## src/common/aac_pkg.sv

```systemverilog
// aac_pkg: constants and types of the alert comparator control block
// assumes one 10 MHz clock; register access arrives from I2C framing logic
// Overview of operation
// - rate_select picks 128 to 3300 samples/s; 110b and 111b both give 3300
// - comparator style bit: 0 traditional threshold, 1 window
// - alert_polarity 0 makes the alert pin active low, 1 active high
// - hold bit 0: alert drops on a result below the lower limit (traditional) or inside the limits (window)
// - hold bit 1: alert stays until conversion data read or alert response
// - alert response: answer own address; lowest asserting address wins
// - fault_count_sel 11b disables comparator and floats the alert pin
// - otherwise alert after 1, 2 or 4 successive out-of-limit results
// - lower and upper limits are 16-bit two's complement, value in 15:4
// - upper MSB 1 with lower MSB 0 turns the pin into a ready output
// - ready mode, single shot: pin shows the conv_state bit
// - ready mode, continuous: pin pulses after each finished conversion
// - conv_state reads 0 while converting and 1 when idle
// - result register holds 12-bit result in 15:4, bits 3:0 read zero
package aac_pkg;
    // register pointers
    localparam logic [1:0] PTR_CONV = 2'h0;
    localparam logic [1:0] PTR_SETUP = 2'h1;
    localparam logic [1:0] PTR_LOWER = 2'h2;
    localparam logic [1:0] PTR_UPPER = 2'h3;
    // reset values
    localparam logic [15:0] RST_CONV = 16'h0000;
    localparam logic [15:0] RST_SETUP = 16'h8583;
    localparam logic [15:0] RST_LOWER = 16'h8000;
    localparam logic [15:0] RST_UPPER = 16'h7FFF;
    // field positions
    localparam int unsigned OS_BIT = 15;
    localparam int unsigned LIM_MSB = 15;
    localparam int unsigned VAL_LSB = 4;
    // rate codes and their sample rates
    localparam logic [2:0] RATE_128 = 3'h0;
    localparam logic [2:0] RATE_250 = 3'h1;
    localparam logic [2:0] RATE_490 = 3'h2;
    localparam logic [2:0] RATE_920 = 3'h3;
    localparam logic [2:0] RATE_1600 = 3'h4;
    localparam logic [2:0] RATE_2400 = 3'h5;
    localparam int unsigned CLK_HZ = 10_000_000;
    localparam int unsigned CLK_NS = 100;
    localparam int unsigned CYC_128 = CLK_HZ / 128;
    localparam int unsigned CYC_250 = CLK_HZ / 250;
    localparam int unsigned CYC_490 = CLK_HZ / 490;
    localparam int unsigned CYC_920 = CLK_HZ / 920;
    localparam int unsigned CYC_1600 = CLK_HZ / 1600;
    localparam int unsigned CYC_2400 = CLK_HZ / 2400;
    localparam int unsigned CYC_3300 = CLK_HZ / 3300;
    // fault count encodings
    localparam logic [1:0] FAULT_ONE = 2'h0;
    localparam logic [1:0] FAULT_TWO = 2'h1;
    localparam logic [1:0] FAULT_FOUR = 2'h2;
    localparam logic [1:0] FAULT_OFF = 2'h3;
    // ready pulse width, least time so rounded up
    localparam int unsigned RDY_PULSE_NS = 8000;
    localparam logic [7:0] RDY_PULSE_CYC = 8'((RDY_PULSE_NS + CLK_NS - 1) / CLK_NS);

    typedef struct packed {
        logic conv_state;
        logic [2:0] input_sel;
        logic [2:0] gain_select;
        logic single_shot;
        logic [2:0] rate_select;
        logic comp_style;
        logic alert_polarity;
        logic alert_hold;
        logic [1:0] fault_count_sel;
    } aac_setup_t;

    typedef struct packed {
        logic wr;
        logic rd;
        logic [1:0] ptr;
        logic [15:0] wdata;
    } aac_reg_req_t;

    typedef enum logic [1:0] {
        CS_IDLE = 2'b00,
        CS_RUN = 2'b01
    } aac_conv_state_t;
endpackage

```

## src/aac_ctrl.sv

```systemverilog
// aac_ctrl: conversion pacing, limit registers, comparator and alert pin
// assumes register strobes come from same-clock I2C framing logic and the
// analog core presents its 12-bit sample on i_adc_sample at conversion end
`timescale 1ns/1ns
module aac_ctrl #(
    parameter int unsigned P_CYC_128 = aac_pkg::CYC_128,
    parameter int unsigned P_CYC_250 = aac_pkg::CYC_250,
    parameter int unsigned P_CYC_490 = aac_pkg::CYC_490,
    parameter int unsigned P_CYC_920 = aac_pkg::CYC_920,
    parameter int unsigned P_CYC_1600 = aac_pkg::CYC_1600,
    parameter int unsigned P_CYC_2400 = aac_pkg::CYC_2400
) (
    input wire logic i_sys_clk,
    input wire logic i_reset_n,
    input wire aac_pkg::aac_reg_req_t i_reg,
    output logic [15:0] o_reg_rdata,
    output logic o_reg_rvalid,
    input wire logic [11:0] i_adc_sample,
    output logic o_converting,
    input wire logic [6:0] i_dev_addr,
    input wire logic i_ara_done,
    input wire logic [6:0] i_ara_win_addr,
    output logic o_ara_claim,
    output logic [6:0] o_ara_addr,
    output logic o_alert_out,
    output logic o_alert_oe
);
    import aac_pkg::*;

    // ----------------------------------------
    // reset release and address strap
    // ----------------------------------------
    logic [1:0] rst_sync_r;
    logic rst_n;
    logic [6:0] addr_m_r;
    logic [6:0] addr_r;

    // release is synchronous so no flop leaves reset in a different cycle
    always_ff @(posedge i_sys_clk or negedge i_reset_n) begin
        if (!i_reset_n) begin
            rst_sync_r <= 2'h0;
        end else begin
            rst_sync_r <= {rst_sync_r[0], 1'b1};
        end
    end
    assign rst_n = rst_sync_r[1];

    // address pins are outside the clock domain
    always_ff @(posedge i_sys_clk or negedge rst_n) begin
        if (!rst_n) begin
            addr_m_r <= 7'h00;
            addr_r <= 7'h00;
        end else begin
            addr_m_r <= i_dev_addr;
            addr_r <= addr_m_r;
        end
    end

    // ----------------------------------------
    // helpers
    // ----------------------------------------
    function automatic logic [16:0] rate_cycles(input logic [2:0] sel);
        case (sel)
            RATE_128: rate_cycles = 17'(P_CYC_128);
            RATE_250: rate_cycles = 17'(P_CYC_250);
            RATE_490: rate_cycles = 17'(P_CYC_490);
            RATE_920: rate_cycles = 17'(P_CYC_920);
            RATE_1600: rate_cycles = 17'(P_CYC_1600);
            RATE_2400: rate_cycles = 17'(P_CYC_2400);
            default: rate_cycles = 17'(CYC_3300);
        endcase
    endfunction

    function automatic logic [3:0] fault_need(input logic [1:0] sel);
        case (sel)
            FAULT_TWO: fault_need = 4'h2;
            FAULT_FOUR: fault_need = 4'h4;
            default: fault_need = 4'h1;
        endcase
    endfunction

    // ----------------------------------------
    // register file
    // ----------------------------------------
    aac_setup_t setup_r;
    aac_setup_t setup_nxt;
    logic [15:0] lower_r;
    logic [15:0] lower_nxt;
    logic [15:0] upper_r;
    logic [15:0] upper_nxt;
    logic [15:0] conv_r;
    logic [15:0] rdata_nxt;
    logic rvalid_nxt;
    logic conv_state;

    // writes and registered reads; the stored os bit is ignored on read
    always_comb begin
        setup_nxt = setup_r;
        lower_nxt = lower_r;
        upper_nxt = upper_r;
        rdata_nxt = o_reg_rdata;
        rvalid_nxt = 1'b0;
        if (i_reg.wr) begin
            case (i_reg.ptr)
                PTR_SETUP: setup_nxt = aac_setup_t'(i_reg.wdata);
                PTR_LOWER: lower_nxt = i_reg.wdata;
                PTR_UPPER: upper_nxt = i_reg.wdata;
                default: ;
            endcase
        end
        if (i_reg.rd) begin
            rvalid_nxt = 1'b1;
            case (i_reg.ptr)
                PTR_CONV: rdata_nxt = conv_r;
                PTR_SETUP: rdata_nxt = {conv_state, 15'(setup_r)};
                PTR_LOWER: rdata_nxt = lower_r;
                default: rdata_nxt = upper_r;
            endcase
        end
    end

    always_ff @(posedge i_sys_clk or negedge rst_n) begin
        if (!rst_n) begin
            setup_r <= aac_setup_t'(RST_SETUP);
            lower_r <= RST_LOWER;
            upper_r <= RST_UPPER;
            o_reg_rdata <= 16'h0000;
            o_reg_rvalid <= 1'b0;
        end else begin
            setup_r <= setup_nxt;
            lower_r <= lower_nxt;
            upper_r <= upper_nxt;
            o_reg_rdata <= rdata_nxt;
            o_reg_rvalid <= rvalid_nxt;
        end
    end

    // ----------------------------------------
    // conversion pacing
    // ----------------------------------------
    aac_conv_state_t cs_r;
    aac_conv_state_t cs_nxt;
    logic [16:0] cnt_r;
    logic [16:0] cnt_nxt;
    logic [15:0] conv_nxt;
    logic done;
    logic start_shot;

    // a start written while busy is dropped, the running conversion rules
    assign start_shot = i_reg.wr && (i_reg.ptr == PTR_SETUP) && i_reg.wdata[OS_BIT];
    assign conv_state = (cs_r == CS_IDLE);

    always_comb begin
        cs_nxt = cs_r;
        cnt_nxt = cnt_r;
        conv_nxt = conv_r;
        done = 1'b0;
        case (cs_r)
            CS_IDLE: begin
                if (!setup_r.single_shot || start_shot) begin
                    cs_nxt = CS_RUN;
                    cnt_nxt = 17'h00000;
                end
            end
            CS_RUN: begin
                if (cnt_r >= rate_cycles(setup_r.rate_select) - 17'h00001) begin
                    done = 1'b1;
                    cnt_nxt = 17'h00000;
                    conv_nxt = {i_adc_sample, 4'h0};
                    if (setup_r.single_shot) begin
                        cs_nxt = CS_IDLE;
                    end
                end else begin
                    cnt_nxt = cnt_r + 17'h00001;
                end
            end
            default: cs_nxt = CS_IDLE;
        endcase
    end

    always_ff @(posedge i_sys_clk or negedge rst_n) begin
        if (!rst_n) begin
            cs_r <= CS_IDLE;
            cnt_r <= 17'h00000;
            conv_r <= RST_CONV;
        end else begin
            cs_r <= cs_nxt;
            cnt_r <= cnt_nxt;
            conv_r <= conv_nxt;
        end
    end
    assign o_converting = (cs_r == CS_RUN);

    // ----------------------------------------
    // digital comparator
    // ----------------------------------------
    logic signed [11:0] res_s;
    logic signed [11:0] hi_s;
    logic signed [11:0] lo_s;
    logic above;
    logic below;
    logic outside;
    logic rdy_mode;
    logic cmp_off;
    logic latch_clr;
    logic trip;
    logic [2:0] fcnt_r;
    logic [2:0] fcnt_nxt;
    logic alert_r;
    logic alert_nxt;

    // raw codes are compared, so limits follow gain only if software says so
    assign res_s = $signed(i_adc_sample);
    assign hi_s = $signed(upper_r[LIM_MSB:VAL_LSB]);
    assign lo_s = $signed(lower_r[LIM_MSB:VAL_LSB]);
    assign above = res_s > hi_s;
    assign below = res_s < lo_s;
    assign outside = setup_r.comp_style ? (above || below) : above;
    assign rdy_mode = upper_r[LIM_MSB] && !lower_r[LIM_MSB];
    assign cmp_off = (setup_r.fault_count_sel == FAULT_OFF);
    // lowest address wins on the wire; only the winner is released
    assign latch_clr = setup_r.alert_hold && ((i_reg.rd && (i_reg.ptr == PTR_CONV))
        || (i_ara_done && alert_r && (i_ara_win_addr == addr_r)));

    // clear comes first so a trip in the same cycle wins
    always_comb begin
        fcnt_nxt = fcnt_r;
        alert_nxt = alert_r;
        trip = 1'b0;
        if (latch_clr) begin
            alert_nxt = 1'b0;
        end
        if (done) begin
            if (outside) begin
                fcnt_nxt = (fcnt_r == 3'h7) ? fcnt_r : fcnt_r + 3'h1;
            end else begin
                fcnt_nxt = 3'h0;
            end
            trip = outside && ({1'b0, fcnt_r} + 4'h1 >= fault_need(setup_r.fault_count_sel));
            if (trip) begin
                alert_nxt = 1'b1;
            end else if (!setup_r.alert_hold) begin
                if (setup_r.comp_style ? !outside : below) begin
                    alert_nxt = 1'b0;
                end
            end
        end
        if (cmp_off || rdy_mode) begin
            alert_nxt = 1'b0;
            fcnt_nxt = 3'h0;
        end
    end

    always_ff @(posedge i_sys_clk or negedge rst_n) begin
        if (!rst_n) begin
            fcnt_r <= 3'h0;
            alert_r <= 1'b0;
        end else begin
            fcnt_r <= fcnt_nxt;
            alert_r <= alert_nxt;
        end
    end

    // the response port answers with the strapped address while asserting
    assign o_ara_claim = alert_r;
    assign o_ara_addr = addr_r;

    // ----------------------------------------
    // alert / ready pin
    // ----------------------------------------
    logic [7:0] pulse_r;
    logic [7:0] pulse_nxt;
    logic act;
    logic pin_nxt;
    logic oe_nxt;

    always_comb begin
        pulse_nxt = pulse_r;
        if (done && rdy_mode && !setup_r.single_shot) begin
            pulse_nxt = RDY_PULSE_CYC;
        end else if (pulse_r != 8'h00) begin
            pulse_nxt = pulse_r - 8'h01;
        end
        if (rdy_mode) begin
            act = setup_r.single_shot ? conv_state : (pulse_r != 8'h00);
        end else begin
            act = alert_r;
        end
        pin_nxt = setup_r.alert_polarity ? act : !act;
        oe_nxt = !cmp_off;
    end

    always_ff @(posedge i_sys_clk or negedge rst_n) begin
        if (!rst_n) begin
            pulse_r <= 8'h00;
            o_alert_out <= 1'b1;
            o_alert_oe <= 1'b0;
        end else begin
            pulse_r <= pulse_nxt;
            o_alert_out <= pin_nxt;
            o_alert_oe <= oe_nxt;
        end
    end
endmodule

```

## config.mk

```make
export PLATFORM = sky130hd
export DESIGN_NAME = aac_ctrl
export DESIGN_NICKNAME = d
export VERILOG_FILES = /design/src/common/aac_pkg.sv /design/src/aac_ctrl.sv
export SDC_FILE = /design/constraint.sdc
export NUM_CORES = 1
export LEC_CHECK = 0
export ABC_CLOCK_PERIOD_IN_PS = 6900
export BUFFER_PORTS_ARGS = -buffer_cell sky130_fd_sc_hd__buf_2
export CORE_MARGIN = 3
export CORE_UTILIZATION = 36
export DETAILED_ROUTE_END_ITERATION = 12
export MAX_ROUTING_LAYER = met4
export PLACE_DENSITY_LB_ADDON = 0.1
export SLEW_MARGIN = 5
export SYNTH_ARGS = -nofsm -noshare
export SYNTH_HDL_FRONTEND = slang
export SYNTH_SLANG_ARGS = --single-unit
```

## constraint.sdc

```tcl
create_clock -name i_sys_clk -period 6.9 [get_ports i_sys_clk]
set_input_delay 1.38 -clock i_sys_clk [delete_from_list [all_inputs] [get_ports i_sys_clk]]
set_output_delay 1.38 -clock i_sys_clk [all_outputs]
set_load 0.005 [all_outputs]
```

==> impl_results.md, run 1 <==
* Fraction of final layout cells with drive strength greater than 1 at 30.5%
* RR Endpoint: cnt_r[15]
* Die ar. at between 20000 and 25000 µm²
* Post-route antenna net violation count at 0
* I/O Pins at 77
* Status: finished, final reports clean
* Clock slew at reported path FFs at roughly 0.06 ns
* Max Buffers Root-to-Sink at 2
* Max Clock Skew at roughly 0.015 ns
* Final WS setup at roughly 3.4 ns
* Gpl congestion at about 0.85
* Critical R2R Launch: setup_r[5]
* Buf/Inv on CP at 0
* Root Driver: clkbuf_16
* CTS resizes at 0
* Reg2reg path depth at 10
* Clk_lat worst skew at roughly 0.43 ns
* First-pass GRT wire length at between 20 and 30 mm
* Initial antenna violation count at 1
* Yosys warnings at 0
* Fin cells at just over 900
* Vias post-DR at roughly 5k
* Remaining Overflow, GRT at 0
* Overall Global Routing Usage at between 15 and 20%
* Tmin final at between 3 and 4 ns
* Yosys cell types at 53
* Hold_buf cts at 0
* Drt pass-1 iters at 4
* Fillers at about 1.7k
* Setup WS pre-CTS at 3.34 ns
* IO Port Bufs at 76
* CP Capture Type: register
* Worst-Margin Slew at 0.941 ns
* Class of the worst hold path: register to register
* Adder-Cell Fraction of Synth Area at roughly a tenth
* Dpl hpwl at 11.8 mm
* VDD IR-drop max at ~190 µV
* Layout area overhead at 17.8%
* Synth Area in Simple Gates at roughly an eighth
* Most frequent cells in the layout: 101 x dfrtp_1, 76 x buf_2, 75 x nand2_1
* Total nets after synthesis at roughly 720
* Relative slew slack at between 30% and 40%
* Footprint of the multi-input gates at between 3000 and 4000 µm²
* Starting density of the core at a little under two fifths
* Crit path arrival time at between 3 and 4 ns
* CP endpoint: cnt_r[15]
* Most common cell on crit path: or2_2
* Clk sinks at 124
* Post-synthesis mux area share at a little over an eighth
* H-tree depth at 4
* DR WL/cell at roughly 18 µm
* Initial detailed-routing violation count at a little under 200
* WP depth at 10
* Final setup viols at 0
* Fin. max-slew vios at 0
* Kind of critical path: register to register
* Routed wire length at 16.6 mm
* Residual DRC at 0
* Cell count after placement at between 900 and 1k
* Seq. cell area at 3130 µm²
* Cell Rows at about 50
* Sequential share of the synthesized area at 46.5%
* EDFF count, synth at 0
* CTS buffer count at 17
* DR vias/cell at around 5.3
* Synth Area in XOR/XNOR at 1.95%
* Largest family of logic cells by synthesized area: multiplexers
* Slowest-stage cell, CP: a31o_2
* Setup TNS at 0 ns
* Max Clk Rate at approximately 280 MHz
* RSZ-0062 raised after global routing: false
* Worst path max stage delay at 0.55 ns
* Post-route clock period utilization at between 50 and 60%
* Post-Route Utilization at 43.7%
* CP Launch Type: register
* Die W at ~140 µm
* Worst Path Required at between 7 and 8 ns
* Core box area at approximately 18000 µm²
* Commonest non-fill, non-tap cell in the layout: dfrtp_1
* Vias in the first global route at 5125
* Setup bufs post-CTS at 0
* Compound-cell area share of the yosys netlist at a little under an eighth
* Post-synth top flop: dfrtp_1
* Nets at slightly below 800
* CTS tree: done
* Final hold violations at 0
* CP Cell Sequence: or2_2 -> or2_2 -> and2_1 -> ha_1 -> a211oi_1 -> o21ai_0 -> a21oi_1 -> a31o_2 -> nand3_1 -> o311ai_0
* CP startpoint: setup_r[5]
* Mapped cell area at a little under 7000 µm²
* Reg2reg setup slack at between 3 and 4 ns
* Max-Cap Viols at 0
* Leak at between 0.003 and 0.004 µW
* Synth Register Bits at 124
* Synth Instances at a little over 600
* Largest net degree at the start of global routing at between 60 and 70
* Syn_area_per_cell at 10.9 µm²
* Die span in y at between 100 and 150 µm
* Async SR Flop Fraction at 100%
* CP delay by family, top: compound AO/OA/AOI/OAI gates
* P per Cell Area at 326 nW/µm²
* Worst-path maximum fanout at 28
==> worst min-delay path by stage <==
| stage | endpoint | startpoint | depth (start not counted) | slack, ns |
|---|---|---|---|---|
| after floorplan | o_ara_addr[0] | addr_m_r[0] | 0 | 0.33 |
| after global routing | o_ara_addr[0] | addr_m_r[0] | 0 | 0.36 |
| after detailed placement | o_ara_addr[2] | addr_m_r[2] | 0 | 0.33 |
| after global placement | o_ara_addr[6] | addr_m_r[6] | 0 | 0.33 |
| after CTS | o_ara_addr[6] | addr_m_r[6] | 0 | 0.35 |
| final | o_ara_addr[6] | addr_m_r[6] | 0 | 0.34 |
==> metal layers <==
layer,wire length (µm),track usage [%],share of wire (%)
met1,7260,21.8,44
met2,8360,28.6,50
met4,316,6.10,1.9
met3,637,4.45,3.8
met5,0,-,0
==> cell type report <==
cell class,instances,area share (%)
timing repair buffer,81,5.27
inverter,44,2.08
clock buffer,18,5.41
antenna,1,0.0315
tap,229,3.61
clock inverter,14,2.07
multi-input combinational,423,42.0
sequential,124,39.5
==> cells by family after synthesis <==
kind of cell	after synthesis
AO/OA/AOI/OAI	115
XOR/XNOR	15
adder cells (fa/ha/maj)	52
buffers and inverters	71
flip-flops	124
multiplexers	70
other	1
AND/OR/NAND/NOR	170
==> Yosys cell counts, types with 3 or more instances <==
cell type	number	share of area [%]
ha_1	52	9.7
nand2b_1	5	0.46
o2111ai_1	7	0.91
a21o_1	5	0.56
nand4b_1	10	1.3
a21oi_1	21	1.6
a41oi_1	12	1.6
and3_1	9	0.84
buf_2	3	0.22
mux4_2	12	4.0
a31oi_1	19	1.8
nor3_1	6	0.45
a211oi_1	4	0.45
nor4_1	3	0.28
nor2_1	23	1.3
nand3_1	10	0.74
dfrtp_1	102	38
nand4_1	11	1.0
o211ai_1	6	0.67
nand2_1	75	4.2
nor2b_1	3	0.28
inv_1	43	2.4
or2_2	3	0.28
mux2_2	58	9.7
buf_1	3	0.17
xnor2_1	5	0.65
xor2_1	10	1.3
dfstp_2	22	8.6
clkbuf_1	20	1.1
o21ai_0	23	1.7
a22oi_1	5	0.56
==> flip-flops by register name, summed over array words and instances, names as in the netlist <==
signal        count
addr_m_r          7
cnt_r            17
conv_r           12
cs_r              1
fcnt_r            3
lower_r          16
o_alert_oe        1
o_alert_out       1
o_ara_addr        7
o_ara_claim       1
o_reg_rdata      16
o_reg_rvalid      1
pulse_r           8
rst_sync_r        2
setup_r          15
upper_r          16
==> where the power goes <==
group / total, µW / internal (µW) / switching, µW
Combinational: 618 / 317 / 301
Sequential: 1070 / 920 / 153
Clock: 891 / 539 / 352
==> through the flow <==
step,hold WS (ns),cell area (µm²),power [µW]
2_1_floorplan,0.331,6740,1500
3_3_place_gp,0.332,7340,1690
3_5_place_dp,0.335,7340,1710
4_1_cts,0.347,7930,2620
5_1_grt,0.355,7930,2760
6_report,0.344,7930,2580
==> worst reg2reg max path, stage by stage, from the launching register on <==
cell	delay [ns]
dfrtp_1	0.49
or2_2	0.33
or2_2	0.29
and2_1	0.17
ha_1	0.29
a211oi_1	0.20
o21ai_0	0.18
a21oi_1	0.18
a31o_2	0.55
nand3_1	0.34
o311ai_0	0.39
(Power assumes the default switching activity.)
==> run 2: changes to the inputs <==
Settings changed: ABC_CLOCK_PERIOD_IN_PS 6900 to 2900.
Clock period 6.9 ns to 2.9 ns, I/O delays scaled along.
==> run 2 against run 1 <==
Via count increased by 2.2%. Sequential power increased by 140%. Cell count increased by 2.9%. Worst hold slack got worse by 0.086 ns. Die area unchanged. Combinational power increased to 2.6 times the previous value. Maximum frequency increased by 28%. Cell area increased by 4.4%. Register-to-register slack got worse by 3.2 ns. Power increased by 150%. Largest cell class unchanged. Largest power group unchanged.
==> impl_results.md, run 2 (synthesized netlist as in run 1, its figures left out) <==
* H-tree depth at 4 (unchanged)
* Status: finished, final reports clean
* Relative slew slack at 49.4% (+12 points)
* Remaining Overflow, GRT at 0 (unchanged)
* Worst hold start: i_dev_addr[1]
* Clk_lat worst skew at 0.43 ns (about the same)
* Kind of critical path: register to register
* CP Cell Sequence: clkinvlp_4 -> buf_4 -> nand3_1 -> and2_4 -> ha_4 -> a211oi_2 -> o21ai_2 -> a211oi_2 -> a31oi_2 -> buf_4 -> nor3b_2 -> buf_4 -> a211oi_2
* Commonest non-fill, non-tap cell in the layout: dfrtp_1
* Most frequent cells in the layout: 101 x dfrtp_1, 77 x buf_2, 75 x nand2_1
* CP Capture Type: register
* Min Hold Slack at 0.259 ns (-0.0855 ns)
* Dpl hpwl at 12.3 mm (+4.3%)
* Starting density of the core at 37.1% (unchanged)
* Die ar. at 20400 µm² (unchanged)
* Buf/Inv on CP at 4 (+4)
* VDD IR-drop max at 404 µV (+110%)
* Clk sinks at 124 (unchanged)
* IO Port Bufs at 76 (unchanged)
* Tmin final at 2.76 ns (-0.769 ns)
* Worst-path maximum fanout at 8 (-71%)
* Die span in y at 143 µm (unchanged)
* Cell Rows at 49 (unchanged)
* Post-route antenna net violation count at 0 (unchanged)
* Overall Global Routing Usage at 18.1% (+0.38 points)
* Most flops, register: cnt_r
* First-pass GRT wire length at 27.7 mm (+2.2%)
* Fillers at 1719 (-0.87%)
* Fraction of final layout cells with drive strength greater than 1 at 35.0% (+4.4 points)
* Clock slew at reported path FFs at 0.06 ns (about the same)
* CTS buffer count at 17 (unchanged)
* Worst-Margin Slew at 0.759 ns (-0.182 ns)
* I/O Pins at 77 (unchanged)
* Ant diodes at 0 (-1)
* Max Clk Rate at 363 MHz (+28%)
* Nets at 820 (+3.5%)
* Worst Path Required at 3.24 ns (-3.96 ns)
* Initial detailed-routing violation count at 176 (-8.8%)
* Class of the worst hold path: input pin to register
* Crit path arrival time at 3.10 ns (-0.73 ns)
* Final setup viols at 0 (unchanged)
* Vias in the first global route at 5222 (+1.9%)
* CP delay by family, top: compound AO/OA/AOI/OAI gates
* Critical R2R Launch: setup_r[7]
* Max reg flops at 17 (unchanged)
* P per Cell Area at 769 nW/µm² (+140%)
* CTS tree: done
* Drt pass-1 iters at 4 (unchanged)
* RSZ-0062 raised after global routing: true
* DR vias/cell at 5.29 (-0.64%)
* Worst path max stage delay at 0.59 ns (+0.04 ns)
* Max Clock Skew at 0.0166 ns (+0.00106 ns)
* Initial antenna violation count at 0 (-1)
* Largest net degree at the start of global routing at 49 (-22%)
* Routed wire length at 17.2 mm (+4.0%)
* Vias post-DR at 5080 (+2.2%)
* Root Driver: clkbuf_16
* Setup TNS at 0 ns (unchanged)
* DR WL/cell at 17.9 µm (+1.1%)
* CP startpoint: setup_r[7]
* Layout area overhead at 22.9%
* Gpl congestion at 0.867 (+2.0%)
* Max-Cap Viols at 0 (unchanged)
* Fin. max-slew vios at 0 (unchanged)
* Slowest-stage cell, CP: dfstp_2
* CP Launch Type: register
* Final hold violations at 0 (unchanged)
* Leak at 0.00384 µW (+4.8%)
* Post-route clock period utilization at 95.1% (+44 points)
* Residual DRC at 0 (unchanged)
* Max Buffers Root-to-Sink at 2 (unchanged)
* Core box area at 18100 µm² (unchanged)
* Die W at 143 µm (unchanged)
==> run 2: cell types whose count changed in the layout (fill, tap and decap cells not counted), sizes merged <==
| cell | previous run | this run |
|---|---|---|
| buf | 81 | 108 |
| bufinv | 2 | 3 |
| clkbuf | 18 | 19 |
| clkinv | 6 | 5 |
| clkinvlp | 3 | 4 |
| diode | 1 | 0 |
| dlygate4sd3 | 0 | 1 |
| inv | 47 | 45 |
==> run 2: worst reg2reg max path: cells and delay by family (launching register included) <==
kind	cells	cell delay (ns)
compound gates	5	0.80
fa+ha+maj	1	0.19
buf+inv	4	0.66
flops	1	0.59
simple gates	3	0.44
==> run 2: layout make-up <==
class / count / area, µm² / area share, %
Clock buffer: 19 / 443 / 5.35
Inverter: 44 / 169 / 2.04
Tap cell: 229 / 287 / 3.46
Sequential cell: 124 / 3130 / 37.9
Timing Repair Buffer: 109 / 673 / 8.13
Multi-Input combinational cell: 423 / 3410 / 41.2
Clock inverter: 13 / 166 / 2.01
==> run 2: through the flow <==
stage / worst slack (ns) / cells / total power, µW / util [%] / area (µm²)
finish: 0.142 / 961 / 6370 / 45.6 / 8280
CTS: 0.00260 / 957 / 6380 / 45.1 / 8180
global placement: -0.00257 / 921 / 4070 / 41.5 / 7530
global route: -0.0686 / 961 / 6790 / 45.6 / 8280
floorplan: 0.0306 / 618 / 3560 / - / 6740
detailed placement: -0.117 / 921 / 4120 / 41.5 / 7530
==> run 2: report_power, final <==
| part | total [µW] | internal, µW | switching, µW |
|---|---|---|---|
| combinational | 1620 | 846 | 779 |
| sequential | 2540 | 2190 | 353 |
| clock | 2200 | 1380 | 822 |
==> run 2: path summary, 6_finish.rpt <==
path	cells after the start	slack (ns)	end
max in group asynchronous	1	1.71	upper_r[9]
hold reg to reg	0	0.35	o_ara_addr[1]
setup reg to reg	13	0.14	pulse_r[1]
min in group asynchronous	0	0.36	addr_m_r[1]
setup / recovery	13	0.14	pulse_r[1]
hold / removal	1	0.26	addr_m_r[1]
==> run 2: metal layers <==
layer | GRT usage, % | part of all wire (%) | vias up
met5 | - | 0 | -
met4 | 5.00 | 1.4 | 0
met3 | 4.45 | 3.0 | 17
met2 | 29.0 | 50 | 82
met1 | 22.9 | 46 | 2522
li1 | - | - | 2459
==> run 2: timing repair <==
| item | CTS | global route |
|---|---|---|
| pin swaps | 2 | 7 |
| endpoints found under the hold margin | 2 | 0 |
| resized for setup | 6 | 16 |
| hold buffers | 1 | 0 |
| cloned | 1 | 0 |
| endpoints found under the setup margin | 24 | 42 |
| buffers inserted | 2 | 4 |
==> run 3: changes to the inputs <==
Settings changed: ABC_AREA from default to 1, CAP_MARGIN from default to 20, CTS_BUF_LIST from default to sky130_fd_sc_hd__clkbuf_4 sky130_fd_sc_hd__clkbuf_8.
==> run 3 against run 2 <==
The flow now finishes with violations (setup timing). Clock-buffer cell count shrank 1. Cell area shrank 2.9%. Global-route usage grew 0.40 points. Die area grew 0.35%. Utilization shrank 1.5 points. Worst hold slack lost 0.11 ns. Via count grew 9.2%. Largest power group unchanged.
==> impl_results.md, run 3 <==
* Max reg flops at 17 (unchanged)
* Clk sinks at 124 (unchanged)
* Kind of critical path: register to register
* Most common cell on crit path: nand2_1
* Tmin final at 2.93 ns (+0.174 ns)
* Routed wire length at 17.4 mm (+0.81%)
* Min Hold Slack at 0.148 ns (-0.111 ns)
* Total nets after synthesis at 931 (+29%)
* Starting density of the core at 37.1% (about the same)
* DR WL/cell at 14.7 µm (-18%)
* Max Clock Skew at 0.0116 ns (-0.00494 ns)
* CP Capture Type: register
* Fraction of final layout cells with drive strength greater than 1 at 19.9% (-15 points)
* Leading area contributor after synthesis: dfrtp_1
* Clk_lat worst skew at 0.46 ns (+0.03 ns)
* Core box area at 18200 µm² (+0.34%)
* Remaining Overflow, GRT at 0 (unchanged)
* Dpl hpwl at 12.8 mm (+4.5%)
* H-tree depth at 4 (unchanged)
* Leading post-synthesis cells by cell area: dfrtp_1 38%, nand2_1 13%, ha_1 9.6%
* Worst-path maximum fanout at 6 (-2)
* Yosys cell types at 40 (-25%)
* Compound-cell area share of the yosys netlist at 12.6% (+1.2 points)
* CTS buffer count at 17 (unchanged)
* Fin. max-slew vios at 0 (unchanged)
* Max Buffers Root-to-Sink at 2 (unchanged)
* Initial antenna violation count at 1 (+1)
* Final hold violations at 0 (unchanged)
* Relative slew slack at 50.2% (+0.84 points)
* Post-route clock period utilization at 101% (+6.0 points)
* Clock slew at reported path FFs at 0.08 ns (+0.02 ns)
* Post-synth top flop: dfrtp_1
* DR vias/cell at 4.70 (-11%)
* Most frequent cells in the layout: 232 x nand2_1, 127 x inv_1, 101 x dfrtp_1
* Failing checks: setup timing
* Sequential share of the synthesized area at 46.3% (-0.17 points)
* Die span in y at 143 µm (+0.18%)
* Synth top area share at 37.7% (-0.14 points)
* Die ar. at 20500 µm² (+0.35%)
* Post-Route Utilization at 44.2% (-1.5 points)
* Nets at 1038 (+27%)
* Final WS setup at -0.0311 ns (-0.174 ns)
* Syn_area_per_cell at 8.15 µm² (-25%)
* Slowest-stage cell, CP: dfstp_2
* Largest family of logic cells by synthesized area: simple AND/OR/NAND/NOR gates
* Leak at 0.00414 µW (+7.8%)
* RR Endpoint: fcnt_r[1]
* First-pass GRT wire length at 28.4 mm (+2.6%)
* CP Launch Type: register
* Die W at 143 µm (+0.18%)
* Critical R2R Launch: setup_r[7]
* Root Driver: clkbuf_8
* Max-Cap Viols at 0 (unchanged)
* Gpl congestion at 0.848 (-2.2%)
* Vias post-DR at 5548 (+9.2%)
* Most flops, register: cnt_r
* Async SR Flop Fraction at 100% (unchanged)
* Class of the worst hold path: register to async pin
* IO Port Bufs at 76 (unchanged)
* P per Cell Area at 698 nW/µm² (-9.2%)
* Worst Path Required at 3.24 ns (about the same)
* Final setup viols at 16 (+16)
* VDD IR-drop max at 341 µV (-15%)
* Worst path max stage delay at 0.59 ns (about the same)
* Drt pass-1 iters at 5 (+1)
* Residual DRC at 0 (unchanged)
* Setup TNS at -0.253 ns (-0.253 ns)
* RSZ-0062 raised after global routing: true
* Most common cell in the netlist: nand2_1
* Yosys warnings at 0 (unchanged)
* Worst-Margin Slew at 0.744 ns (-0.0154 ns)
* Overall Global Routing Usage at 18.5% (+0.40 points)
* CP Cell Sequence: nor2_2 -> nand2_1 -> o21a_1 -> ha_2 -> inv_2 -> xor2_1 -> xor2_1 -> ha_1 -> nand2_1 -> nor2_1 -> nand2_1 -> nand3_1 -> nand2_1 -> nand2_1 -> nand2_2 -> a21oi_4 -> buf_4 -> inv_4 -> nand2_2 -> nand2_2 -> nand2_1 -> nand2_1
* Cell Rows at 49 (unchanged)
* Largest net degree at the start of global routing at 55 (+12%)
* Reg2reg path depth at 22 (+9)
* EDFF count, synth at 0 (unchanged)
* Synth Instances at 830 (+34%)
* Adder-Cell Fraction of Synth Area at 9.62% (-0.036 points)
* Commonest non-fill, non-tap cell in the layout: nand2_1
* Max Clk Rate at 341 MHz (-5.9%)
* Post-synthesis mux area share at 0% (-14 points)
* CTS tree: done
* Initial detailed-routing violation count at 271 (+54%)
* Commonest cells in the netlist: 235 x nand2_1, 128 x inv_1, 102 x dfrtp_1
* Mapped cell area at 6760 µm² (+0.37%)
* Synth Register Bits at 124 (unchanged)
* Reg2reg setup slack at -0.03 ns (-0.17 ns)
* Vias in the first global route at 5621 (+7.6%)
* Status: finished, violations left
* Synth Area in Simple Gates at 20.2% (+7.6 points)
* Crit path arrival time at 3.27 ns (+0.17 ns)
* Synth Area in XOR/XNOR at 2.33% (+0.38 points)
* I/O Pins at 77 (unchanged)
* Layout area overhead at 18.9%
* Post-route antenna net violation count at 0 (unchanged)
* Setup WS pre-CTS at 0.0215 ns (+0.138 ns)
==> run 3: per-layer routing <==
metal | wire length, µm | track usage [%] | vias up
li1 | - | - | 2887
met1 | 8270 | 23.5 | 2557
met2 | 8310 | 29.6 | 84
met3 | 594 | 4.35 | 20
met4 | 206 | 5.25 | 0
met5 | 0 | - | -
==> run 3: what timing repair did <==
action,CTS,global route
hold buffers,1,0
resized for setup,0,11
setup endpoints to repair,1,42
hold endpoints to repair,2,0
pin swaps,0,10
setup buffers,0,8
==> run 3: worst max path at each step <==
| stage | cells past startpoint | endpoint | start |
|---|---|---|---|
| finish | 22 | fcnt_r[1] | setup_r[7] |
| global route | 21 | conv_r[5] | setup_r[7] |
| CTS | 19 | pulse_r[1] | setup_r[7] |
| detailed placement | 19 | pulse_r[1] | setup_r[7] |
| global placement | 19 | pulse_r[1] | setup_r[7] |
| floorplan | 20 | pulse_r[1] | setup_r[6] |
==> run 3: where the power goes <==
| group | switching [µW] | internal (µW) | leakage, µW | total (µW) |
|---|---|---|---|---|
| Combinational | 932 | 718 | 0.00245 | 1650 |
| Clock | 802 | 706 | 0.000188 | 1510 |
| Sequential | 310 | 2150 | 0.00150 | 2460 |
| Total | 2040 | 3570 | 0.00414 | 5620 |
==> run 3: cell families after synthesis <==
logic type      count (synthesis)
compound gates                147
xor+xnor                       18
fa+ha+maj                      52
buf+inv                       156
flops                         124
other cells                     1
simple gates                  332
==> run 3: per-stage QoR <==
step / instance area (µm²) / cells / total power (µW)
finish: 8040 / 1180 / 5620
floorplan: 6760 / 830 / 3550
detailed placement: 7550 / 1138 / 4100
CTS: 7940 / 1171 / 5630
global placement: 7550 / 1138 / 4090
global route: 8040 / 1180 / 6090
==> run 3: final cells by class <==
class / count / area, µm²
timing repair buffer: 111 / 674
antenna: 1 / 2.50
multi-input combinational: 550 / 3060
inverter: 133 / 502
clock inverter: 14 / 138
tap: 229 / 287
clock buffer: 18 / 241
sequential: 124 / 3130
fill: 1851 / 10200
==> run 3: worst max-delay path, delay by kind of cell, from the launching register on <==
kind / cells / cell delay (ns)
adders and majority gates: 2 / 0.49
DFF: 1 / 0.59
xor gates and xnor gates: 2 / 0.28
buffers and inverters: 3 / 0.24
AOI/OAI and AO/OA: 2 / 0.35
and+or+nand+nor: 13 / 0.86
